`src/hw/placeholder_none.sv`:
```
`timescale 1ns/1ps

```
`src/pkg/vit_pkg.sv`:
```
// Constants shared by the interrupt controller, its checker and its bench.
// Assumes one 200 MHz clock and an 8-bit register port.
package vit_pkg;

  // ==========================================================
  // Clock and timer
  // ==========================================================
  localparam int unsigned CLK_PERIOD_PS = 5000;     // 200 MHz clock period
  localparam int unsigned TICK_PERIOD_NS = 1000;    // Timer advances once per microsecond
  localparam int unsigned TICK_CYCLES = (TICK_PERIOD_NS * 1000) / CLK_PERIOD_PS;
  localparam int unsigned TMR_W = 12;               // Free-running counter width
  localparam int unsigned TAP_FAST = 6;             // 128 us tap
  localparam int unsigned TAP_SLOW = 9;             // 1.024 ms tap
  localparam logic [TMR_W-1:0] TMR_RESET = 12'h000;

  // ==========================================================
  // Sources, in vector order (lowest index wins)
  // ==========================================================
  localparam int unsigned NUM_SRC = 11;
  localparam int unsigned VEC_W = 4;
  localparam int unsigned SRC_BUS_RESET = 0;
  localparam int unsigned SRC_TMR_FAST = 1;
  localparam int unsigned SRC_TMR_SLOW = 2;
  localparam int unsigned SRC_EP0 = 3;              // Five endpoints at 3..7
  localparam int unsigned NUM_EP = 5;
  localparam int unsigned SRC_SINK = 8;
  localparam int unsigned SRC_GPIO = 9;
  localparam int unsigned SRC_SERIAL = 10;

  // ==========================================================
  // Pins
  // ==========================================================
  localparam int unsigned SINK_W = 8;               // Current-sink port pins
  localparam int unsigned GP_PORTS = 4;             // General-purpose ports
  localparam int unsigned GP_PORT_W = 8;            // Pins per general-purpose port

  // ==========================================================
  // Register offsets (8-bit data)
  // ==========================================================
  localparam logic [7:0] REG_TMR_LO = 8'h00;        // Live low bits, read latches high bits
  localparam logic [7:0] REG_TMR_HI = 8'h01;        // Holding register
  localparam logic [7:0] REG_EN_LO = 8'h02;         // Source enable 7:0
  localparam logic [7:0] REG_EN_HI = 8'h03;         // Source enable 10:8
  localparam logic [7:0] REG_STAT_LO = 8'h04;       // Pending 7:0, read clears
  localparam logic [7:0] REG_STAT_HI = 8'h05;       // Pending 10:8, read clears
  localparam logic [7:0] REG_SINK_EN = 8'h06;       // Sink per-pin mask
  localparam logic [7:0] REG_SINK_POL = 8'h07;      // Sink per-pin polarity, 1 = rising
  localparam logic [7:0] REG_GP_EN0 = 8'h08;        // Port masks at 0x08..0x0b
  localparam logic [7:0] REG_GP_CFG = 8'h0c;        // Per-port polarity, 1 = rising

  // ==========================================================
  // Reset values
  // ==========================================================
  localparam logic [NUM_SRC-1:0] EN_RESET = 11'h000;
  localparam logic [NUM_SRC-1:0] PEND_RESET = 11'h000;
  localparam logic [7:0] BYTE_RESET = 8'h00;
  localparam logic [GP_PORTS-1:0] GP_CFG_RESET = 4'h0;
  localparam logic [VEC_W-1:0] VEC_RESET = 4'h0;

endpackage

```
`src/hw/vit_top.sv`:
```
// Vectored interrupt controller with its free-running microsecond timer.
// Assumes a CPU that takes the vector on irq and pulses int_ack once.
`timescale 1ns/1ps
`default_nettype none
module vit_top #(
  parameter int unsigned TICK_DIV = vit_pkg::TICK_CYCLES
) (
  input wire logic mclk,
  input wire logic rst_n,
  input wire logic [7:0] reg_addr,
  input wire logic [7:0] reg_wdata,
  input wire logic reg_wr,
  input wire logic reg_rd,
  output logic [7:0] reg_rdata,
  input wire logic usb_bus_reset,
  input wire logic [vit_pkg::NUM_EP-1:0] ep_event,
  input wire logic serial_event,
  input wire logic [vit_pkg::SINK_W-1:0] sink_pin,
  input wire logic [vit_pkg::GP_PORTS*vit_pkg::GP_PORT_W-1:0] gp_pin,
  input wire logic int_ack,
  output logic irq,
  output logic [vit_pkg::VEC_W-1:0] irq_vec
);

  // ==========================================================
  // Local sizes
  // ==========================================================
  localparam int unsigned GP_W = vit_pkg::GP_PORTS * vit_pkg::GP_PORT_W;
  localparam int unsigned NS = vit_pkg::NUM_SRC;
  localparam int unsigned DIV_W = $clog2(TICK_DIV + 1);

  // ==========================================================
  // Reset release
  // ==========================================================
  logic rst_s1_q;     // First reset stage
  logic rst_sync_n;   // Released copy used everywhere else

  // Assert at once, release after two edges
  always_ff @(posedge mclk or negedge rst_n) begin
    if (!rst_n) begin
      rst_s1_q <= 1'b0;
      rst_sync_n <= 1'b0;
    end else begin
      rst_s1_q <= 1'b1;
      rst_sync_n <= rst_s1_q;
    end
  end

  // ==========================================================
  // Register port decode
  // ==========================================================
  logic rd_tmr_lo;    // Low timer byte read
  logic rd_stat_lo;   // Low status read
  logic rd_stat_hi;   // High status read

  assign rd_tmr_lo = reg_rd && (reg_addr == vit_pkg::REG_TMR_LO);
  assign rd_stat_lo = reg_rd && (reg_addr == vit_pkg::REG_STAT_LO);
  assign rd_stat_hi = reg_rd && (reg_addr == vit_pkg::REG_STAT_HI);

  // ==========================================================
  // Microsecond tick and counter
  // ==========================================================
  logic [DIV_W-1:0] div_q;        // Clock divider
  logic tick_q;                   // One-cycle 1 MHz enable
  logic [vit_pkg::TMR_W-1:0] tmr_q; // Free-running count
  logic [3:0] hold_q;             // Upper bits caught on low read
  logic tap_fast_q;               // Previous fast tap level
  logic tap_slow_q;               // Previous slow tap level
  logic tap_fast_rise;            // Fast tap edge
  logic tap_slow_rise;            // Slow tap edge

  // Divider makes one enable pulse per microsecond
  always_ff @(posedge mclk or negedge rst_sync_n) begin
    if (!rst_sync_n) begin
      div_q <= '0;
      tick_q <= 1'b0;
    end else if (div_q == DIV_W'(TICK_DIV - 1)) begin
      div_q <= '0;
      tick_q <= 1'b1;
    end else begin
      div_q <= div_q + DIV_W'(1);
      tick_q <= 1'b0;
    end
  end

  // Up-counter wraps freely; no load from software
  always_ff @(posedge mclk or negedge rst_sync_n) begin
    if (!rst_sync_n) begin
      tmr_q <= vit_pkg::TMR_RESET;
    end else if (tick_q) begin
      tmr_q <= tmr_q + vit_pkg::TMR_W'(1);
    end
  end

  // Holding register avoids a carry tearing a two-byte read
  always_ff @(posedge mclk or negedge rst_sync_n) begin
    if (!rst_sync_n) begin
      hold_q <= 4'h0;
    end else if (rd_tmr_lo) begin
      hold_q <= tmr_q[11:8];
    end
  end

  // Tap level history for edge detection
  always_ff @(posedge mclk or negedge rst_sync_n) begin
    if (!rst_sync_n) begin
      tap_fast_q <= 1'b0;
      tap_slow_q <= 1'b0;
    end else begin
      tap_fast_q <= tmr_q[vit_pkg::TAP_FAST];
      tap_slow_q <= tmr_q[vit_pkg::TAP_SLOW];
    end
  end

  // Only the low-to-high change counts
  assign tap_fast_rise = tmr_q[vit_pkg::TAP_FAST] & ~tap_fast_q;
  assign tap_slow_rise = tmr_q[vit_pkg::TAP_SLOW] & ~tap_slow_q;

  // ==========================================================
  // Pin transition detectors
  // ==========================================================
  logic [vit_pkg::SINK_W-1:0] sink_rise; // Sink pin rising pulses
  logic [vit_pkg::SINK_W-1:0] sink_fall; // Sink pin falling pulses
  logic [GP_W-1:0] gp_rise;              // Port pin rising pulses
  logic [GP_W-1:0] gp_fall;              // Port pin falling pulses

  // Sink port lanes
  vit_pin_edge #(
    .W(vit_pkg::SINK_W)
  ) u_sink_edge (
    .clk(mclk),
    .rst_sync_n(rst_sync_n),
    .pin(sink_pin),
    .rise(sink_rise),
    .fall(sink_fall)
  );

  // General-purpose port lanes
  vit_pin_edge #(
    .W(GP_W)
  ) u_gp_edge (
    .clk(mclk),
    .rst_sync_n(rst_sync_n),
    .pin(gp_pin),
    .rise(gp_rise),
    .fall(gp_fall)
  );

  // ==========================================================
  // Configuration registers
  // ==========================================================
  logic [NS-1:0] en_q;                       // Source enables, also the irq mask
  logic [vit_pkg::SINK_W-1:0] sink_en_q;     // Sink pin mask
  logic [vit_pkg::SINK_W-1:0] sink_pol_q;    // Sink pin polarity
  logic [GP_W-1:0] gp_en_q;                  // Port pin masks
  logic [vit_pkg::GP_PORTS-1:0] gp_cfg_q;    // Port polarity

  // Source enable bytes
  always_ff @(posedge mclk or negedge rst_sync_n) begin
    if (!rst_sync_n) begin
      en_q <= vit_pkg::EN_RESET;
    end else if (reg_wr) begin
      if (reg_addr == vit_pkg::REG_EN_LO) begin
        en_q[7:0] <= reg_wdata;
      end else if (reg_addr == vit_pkg::REG_EN_HI) begin
        en_q[NS-1:8] <= reg_wdata[NS-9:0];
      end
    end
  end

  // Sink mask and per-pin polarity
  always_ff @(posedge mclk or negedge rst_sync_n) begin
    if (!rst_sync_n) begin
      sink_en_q <= vit_pkg::BYTE_RESET;
      sink_pol_q <= vit_pkg::BYTE_RESET;
    end else if (reg_wr) begin
      if (reg_addr == vit_pkg::REG_SINK_EN) begin
        sink_en_q <= reg_wdata;
      end else if (reg_addr == vit_pkg::REG_SINK_POL) begin
        sink_pol_q <= reg_wdata;
      end
    end
  end

  // Port masks, one byte per port, and per-port polarity
  always_ff @(posedge mclk or negedge rst_sync_n) begin
    if (!rst_sync_n) begin
      gp_en_q <= '0;
      gp_cfg_q <= vit_pkg::GP_CFG_RESET;
    end else if (reg_wr) begin
      if (reg_addr == vit_pkg::REG_GP_CFG) begin
        gp_cfg_q <= reg_wdata[vit_pkg::GP_PORTS-1:0];
      end else begin
        for (int p = 0; p < vit_pkg::GP_PORTS; p++) begin
          if (reg_addr == vit_pkg::REG_GP_EN0 + 8'(p)) begin
            gp_en_q[p*vit_pkg::GP_PORT_W +: vit_pkg::GP_PORT_W] <= reg_wdata;
          end
        end
      end
    end
  end

  // ==========================================================
  // Source events
  // ==========================================================
  logic [GP_W-1:0] gp_pol;  // Port polarity spread to every pin
  logic sink_hit;           // Any unmasked sink pin saw its chosen edge
  logic gp_hit;             // Any unmasked port pin saw its port's edge
  logic [NS-1:0] src_evt;   // Raw events in vector order
  logic [NS-1:0] set;       // Events of enabled sources

  // Each pin inherits its port's polarity
  always_comb begin
    for (int b = 0; b < GP_W; b++) begin
      gp_pol[b] = gp_cfg_q[b / vit_pkg::GP_PORT_W];
    end
  end

  // Polarity 1 picks rising, 0 picks falling
  assign sink_hit = |(sink_en_q & ((sink_rise & sink_pol_q) |
                                   (sink_fall & ~sink_pol_q)));
  assign gp_hit = |(gp_en_q & ((gp_rise & gp_pol) | (gp_fall & ~gp_pol)));

  // Gather the eleven sources
  always_comb begin
    src_evt = '0;
    src_evt[vit_pkg::SRC_BUS_RESET] = usb_bus_reset;
    src_evt[vit_pkg::SRC_TMR_FAST] = tap_fast_rise;
    src_evt[vit_pkg::SRC_TMR_SLOW] = tap_slow_rise;
    src_evt[vit_pkg::SRC_EP0 +: vit_pkg::NUM_EP] = ep_event;
    src_evt[vit_pkg::SRC_SINK] = sink_hit;
    src_evt[vit_pkg::SRC_GPIO] = gp_hit;
    src_evt[vit_pkg::SRC_SERIAL] = serial_event;
  end

  // A disabled source leaves no trace
  assign set = src_evt & en_q;

  // ==========================================================
  // Pending flags
  // ==========================================================
  logic [NS-1:0] pend_q;    // Sticky pending flags
  logic [NS-1:0] clr;       // Clears from dispatch and status reads

  // Dispatch clears the vector on ack; a read clears its byte
  always_comb begin
    clr = '0;
    if (int_ack && irq) begin
      clr[irq_vec] = 1'b1;
    end
    if (rd_stat_lo) begin
      clr[7:0] = 8'hff;
    end
    if (rd_stat_hi) begin
      clr[NS-1:8] = '1;
    end
  end

  // A new event wins over a clear in the same cycle
  always_ff @(posedge mclk or negedge rst_sync_n) begin
    if (!rst_sync_n) begin
      pend_q <= vit_pkg::PEND_RESET;
    end else begin
      pend_q <= (pend_q & ~clr) | set;
    end
  end

  // ==========================================================
  // Vector selection
  // ==========================================================
  logic [NS-1:0] live;                  // Pending and unmasked
  logic [vit_pkg::VEC_W-1:0] vec_d;     // Lowest live index

  // Fixed priority: lowest source number first
  always_comb begin
    live = pend_q & en_q;
    vec_d = vit_pkg::VEC_RESET;
    for (int s = NS - 1; s >= 0; s--) begin
      if (live[s]) begin
        vec_d = vit_pkg::VEC_W'(s);
      end
    end
  end

  // Registered request and vector; one cycle behind pending
  always_ff @(posedge mclk or negedge rst_sync_n) begin
    if (!rst_sync_n) begin
      irq <= 1'b0;
      irq_vec <= vit_pkg::VEC_RESET;
    end else begin
      irq <= |live;
      irq_vec <= vec_d;
    end
  end

  // ==========================================================
  // Read data
  // ==========================================================
  // Data stand only in the cycle after the strobe
  always_ff @(posedge mclk or negedge rst_sync_n) begin
    if (!rst_sync_n) begin
      reg_rdata <= vit_pkg::BYTE_RESET;
    end else if (!reg_rd) begin
      reg_rdata <= vit_pkg::BYTE_RESET;
    end else if (reg_addr == vit_pkg::REG_TMR_LO) begin
      reg_rdata <= tmr_q[7:0];
    end else if (reg_addr == vit_pkg::REG_TMR_HI) begin
      reg_rdata <= {4'h0, hold_q};
    end else if (reg_addr == vit_pkg::REG_EN_LO) begin
      reg_rdata <= en_q[7:0];
    end else if (reg_addr == vit_pkg::REG_EN_HI) begin
      reg_rdata <= {5'h00, en_q[NS-1:8]};
    end else if (reg_addr == vit_pkg::REG_STAT_LO) begin
      reg_rdata <= pend_q[7:0];
    end else if (reg_addr == vit_pkg::REG_STAT_HI) begin
      reg_rdata <= {5'h00, pend_q[NS-1:8]};
    end else if (reg_addr == vit_pkg::REG_SINK_EN) begin
      reg_rdata <= sink_en_q;
    end else if (reg_addr == vit_pkg::REG_SINK_POL) begin
      reg_rdata <= sink_pol_q;
    end else if (reg_addr == vit_pkg::REG_GP_CFG) begin
      reg_rdata <= {4'h0, gp_cfg_q};
    end else if (reg_addr >= vit_pkg::REG_GP_EN0 &&
                 reg_addr < vit_pkg::REG_GP_EN0 + 8'(vit_pkg::GP_PORTS)) begin
      // Port masks read back for convenience
      reg_rdata <= gp_en_q[(reg_addr[1:0])*vit_pkg::GP_PORT_W +: vit_pkg::GP_PORT_W];
    end else begin
      // Unmapped addresses read as zero
      reg_rdata <= vit_pkg::BYTE_RESET;
    end
  end

endmodule
`default_nettype wire

```
`src/hw/vit_pin_edge.sv`:
```
// Pin synchroniser and transition detector, one lane per pin.
// Assumes pins are asynchronous to clk; reset is already synchronised.
`timescale 1ns/1ps
`default_nettype none
module vit_pin_edge #(
  parameter int unsigned W = 8
) (
  input wire logic clk,
  input wire logic rst_sync_n,
  input wire logic [W-1:0] pin,
  output logic [W-1:0] rise,
  output logic [W-1:0] fall
);

  // ==========================================================
  // Per-pin lanes
  // ==========================================================
  genvar i;
  generate
    for (i = 0; i < W; i++) begin : g_lane
      logic s1_q;   // First stage, read only by s2_q
      logic s2_q;   // Second stage
      logic s3_q;   // Third stage
      logic val_q;  // Accepted level

      // Three-stage synchroniser
      always_ff @(posedge clk or negedge rst_sync_n) begin
        if (!rst_sync_n) begin
          s1_q <= 1'b0;
          s2_q <= 1'b0;
          s3_q <= 1'b0;
        end else begin
          s1_q <= pin[i];
          s2_q <= s1_q;
          s3_q <= s2_q;
        end
      end

      // A change counts only once stages two and three agree
      always_ff @(posedge clk or negedge rst_sync_n) begin
        if (!rst_sync_n) begin
          val_q <= 1'b0;
          rise[i] <= 1'b0;
          fall[i] <= 1'b0;
        end else begin
          rise[i] <= 1'b0;
          fall[i] <= 1'b0;
          if (s2_q == s3_q && s3_q != val_q) begin
            // One-cycle pulse on the accepted transition
            val_q <= s3_q;
            rise[i] <= s3_q;
            fall[i] <= ~s3_q;
          end
        end
      end
    end
  endgenerate

endmodule
`default_nettype wire

```
`config.mk`:
```
export PLATFORM = sky130hd
export DESIGN_NAME = vit_top
export DESIGN_NICKNAME = d
export VERILOG_FILES = /design/src/hw/placeholder_none.sv /design/src/pkg/vit_pkg.sv /design/src/hw/vit_top.sv /design/src/hw/vit_pin_edge.sv
export SDC_FILE = /design/constraint.sdc
export NUM_CORES = 1
export LEC_CHECK = 0
export ABC_AREA = 1
export BUFFER_PORTS_ARGS = -buffer_cell sky130_fd_sc_hd__buf_2
export CAP_MARGIN = 0
export CELL_PAD_IN_SITES_DETAIL_PLACEMENT = 0
export CELL_PAD_IN_SITES_GLOBAL_PLACEMENT = 1
export CORE_MARGIN = 3
export CORE_UTILIZATION = 43
export CTS_CLUSTER_SIZE = 14
export DETAILED_ROUTE_END_ITERATION = 16
export PLACE_DENSITY_LB_ADDON = 0.1
export SYNTH_ARGS = -nofsm -noshare
export SYNTH_HDL_FRONTEND = slang
export SYNTH_SLANG_ARGS = --single-unit
export TNS_END_PERCENT = 50
```
`constraint.sdc`:
```
create_clock -name mclk -period 10.1 [get_ports mclk]
set_input_delay 2.02 -clock mclk [delete_from_list [all_inputs] [get_ports mclk]]
set_output_delay 2.02 -clock mclk [all_outputs]
set_load 0.01 [all_outputs]
```
==> run metrics <==
FMAX=0.317 GHz; # hold bufs at CTS=0; met1 wire length=13800 um; Synth top area share=67.8%; Die Ht=181 um; nets=1421; die area=32700 sq um; pwr dens=202 nW/um^2; leading area contributor after synthesis=dfrtp_1; clk slew on worst S/H paths=60 ps; Final min period=3150 ps; post-cts resize count=0; Leak Pwr=0.00739 uW; pre-CTS setup slack=6410 ps; drt first pass iters=5; Max Clock Skew=13.5 ps; Initial Utilization=44.0%; clock network fraction of total power=42.1%; crit path kind=primary input to register; die width=181 um; Synth Register Bits=356; Slew Limit Fails=0; Sw Share=23.5%; post-synthesis compound-gate area fraction=9.37%; largest net degree at the start of global routing=80; R2R Path Start=rst_sync_n$_DFF_PN0_; uppermost routed layer=met5; CP Capture Type=register; yosys warns=0; CTS buffer count=38; gpl congestion=0.879; dpl cells=1701; P_int=2330 uW; initial antenna violation count=3; final WL=28500 um; CP startpoint kind=primary input; Synth Area in Simple Gates=17.0%; crit-path max FO=12; top post-synthesis cells by area=dfrtp_1 (68%), nand2_1 (6.3%), nor2_1 (4.5%); Rel. slew slack=34.2%; TritonCTS clock tree=done; Final setup viols=0; Sum Neg Setup Slack=0 ps; WHS Path Cells=0; r2r setup slk=7350 ps; root buffer cell=clkbuf_16; status=completed; via count=8569; CTS H-tree depth=2; class of the worst hold path=register to register; clk buf depth=3; Non-Filler Instances=1767; synth unique cells=46; Synth Area in XOR/XNOR=0.933%; mean number of vias per cell=4.85; detailed placement HPWL=20000 um; worst reg2reg path depth=2; Worst Hold Launch=u_gp_edge.g_lane[6].s1_q$_DFF_PN0_; maximum VDD drop=0.145 mV; met2 WL=12500 um; drt wl/cell=16.1 um; Synth Flop Type=dfrtp_1; via count of the first global-routing pass=8766; top-level port count=81; Reg power frac=52.2%; PortBufs=80; Setup Fix Bufs, Post-CTS=0; num rows=63; Clock Latency Late Sink=520 ps; Tcrit/Tclk final=31.2%; # fillers=2712; hold path endpoint=u_gp_edge.g_lane[6].s2_q$_DFF_PN0_; Post-Syn Instances=1242; Seq/Total Area, Yosys=67.8%; Post-synth EDFFs=0; post-synthesis mux area share=0.171%; Worst EP arrival=3570 ps; Area growth, synth to finish=15.0%; first-pass GRT wire length=46900 um; Sink Count=356; Req. time, crit path=10520 ps; setup ws final=6950 ps; post-synthesis adder-cell area fraction=0.190%; Global Route Usage Sum=18.0%; mapped cell area=13100 sq um; Worst-Margin Slew=987 ps; antenna-violating nets left=0; GR Overflow Total=0; drt initial violations=470; number of max-cap violations=0; layout cell share with drive strength beyond 1=13.9%; core area=29900 sq um; r2r endpoint=irq$_DFF_PN0_; asr flop ratio synth=100%; Fin. Hold Viols=0; met3 routed WL=1450 um; syn_nets=1312; main combinational cell family by area after synthesis=simple AND/OR/NAND/NOR gates; NetSw=719 uW; RSZ-0062 raised after global routing=false; DRC Markers=0; Mapped Avg Cell Area=10.6 sq um; Combinational Power Share=5.7%
-- synthesized netlist by cell type, drive strengths merged (3+ instances only) --
cell and count:
dfrtp 356, nand2 231, nor2 169, inv 123
o21ai 118, a21oi 52, nor3 48, nand3 40
o22ai 23, buf 12, xor2 12, nand4 11
o211ai 6, o21a 6, a22oi 4, a31oi 3
clkbuf 3, clkinv 3, nor4 3, o21bai 3
or2 3
-- worst max-delay path by stage --
stage / to / from / cells after the start / slack, ps
after floorplan: div_q[0]$_DFF_PN0_ / rst_sync_n$_DFF_PN0_ / 0 / 4280
after global placement: reg_rdata[0]$_DFF_PN0_ / reg_addr[7] / 10 / 6460
after detailed placement: reg_rdata[0]$_DFF_PN0_ / reg_addr[7] / 10 / 6410
after CTS: reg_rdata[0]$_DFF_PN0_ / reg_addr[7] / 10 / 6950
after global routing: reg_rdata[1]$_DFF_PN0_ / reg_addr[5] / 12 / 6770
final: reg_rdata[0]$_DFF_PN0_ / reg_addr[5] / 10 / 6950
-- critical path, cell delays in order --
cell	delay, ps
buf_2	110
nor2_2	230
nand2_2	180
nor2_2	380
nand2_1	190
nor2_1	120
o21bai_1	120
nand4_1	100
nand2_1	70
inv_1	40
-- power by group through the flow --
stage	Combinational, uW	Clock, uW	Sequential [uW]
floorplan	104	0	1610
global placement	172	0	1620
detailed placement	176	0	1620
CTS	176	1330	1590
global route	201	1390	1610
finish	173	1290	1590
-- stage by stage --
stage	total power [uW]	hold WS, ps	utilization [%]	cell area [sq um]
final	3050	343	50.6	15100
after global routing	3200	349	50.6	15100
after CTS	3100	345	50.6	15100
after detailed placement	1790	335	46.7	13900
after global placement	1790	332	46.7	13900
after floorplan	1710	331	-	13100
-- cell type report --
cell class / instances / area (sq um) / share of cell area (%)
clock buffer: 55 / 1100 / 7.25
multi-input combinational: 745 / 3640 / 24.1
clock inverter: 9 / 63.8 / 0.422
sequential: 356 / 8910 / 59.0
antenna: 2 / 5.00 / 0.0331
timing repair buffer: 84 / 430 / 2.85
tap: 390 / 488 / 3.23
inverter: 126 / 478 / 3.16
-- metal layers --
metal	track usage (%)	up-vias
met5	0	-
met4	6.02	2
met3	3.66	51
met2	27.1	176
met1	26.3	4051
li1	-	4289
-- cell usage in the layout (no fill, tap or decap), types with 7 or more instances in the layout --
cell       netlist  routed
a21oi_1         52      52
buf_2            4      80
clkbuf_1         3      10
clkbuf_16        0      39
clkinv_2         0       7
dfrtp_1        356     355
inv_1          110     110
inv_2           11      11
nand2_1        219     219
nand2_2          8       8
nand3_1         38      38
nand4_1         10      10
nor2_1         158     158
nor3_1          45      45
o21ai_0         46      46
o21ai_1         64      64
o21ai_2          8       8
o22ai_1         23      23
xor2_1          12      12
-- registers in the layout (all words and copies together), names as in the netlist, 4 cells and up --
| name | cells |
|---|---|
| tmr_q | 12 |
| gp_cfg_q | 4 |
| u_sink_edge.g_lane.s3_q | 8 |
| u_gp_edge.g_lane.s3_q | 32 |
| sink_pol_q | 8 |
| en_q | 11 |
| hold_q | 4 |
| u_sink_edge.g_lane.s1_q | 8 |
| reg_rdata | 8 |
| u_sink_edge.rise | 8 |
| u_gp_edge.fall | 32 |
| irq_vec | 4 |
| pend_q | 11 |
| u_gp_edge.g_lane.s1_q | 32 |
| u_sink_edge.g_lane.s2_q | 8 |
| div_q | 8 |
| sink_en_q | 8 |
| u_sink_edge.fall | 8 |
| u_gp_edge.g_lane.s2_q | 32 |
| gp_en_q | 32 |
| u_gp_edge.g_lane.val_q | 32 |
| u_sink_edge.g_lane.val_q | 8 |
| u_gp_edge.rise | 32 |
-- logic make-up (layout without fill, tap and decap cells) --
kind of cell             Yosys count  count (layout)
AO/OA/AOI/OAI                    220             220
XOR/XNOR                          14              14
adder cells (fa/ha/maj)            2               2
buffers and inverters            141             274
flip-flops                       356             356
multiplexers                       2               2
other                              1               3
AND/OR/NAND/NOR                  506             506
No activity file was read; power rests on OpenSTA's default activity.
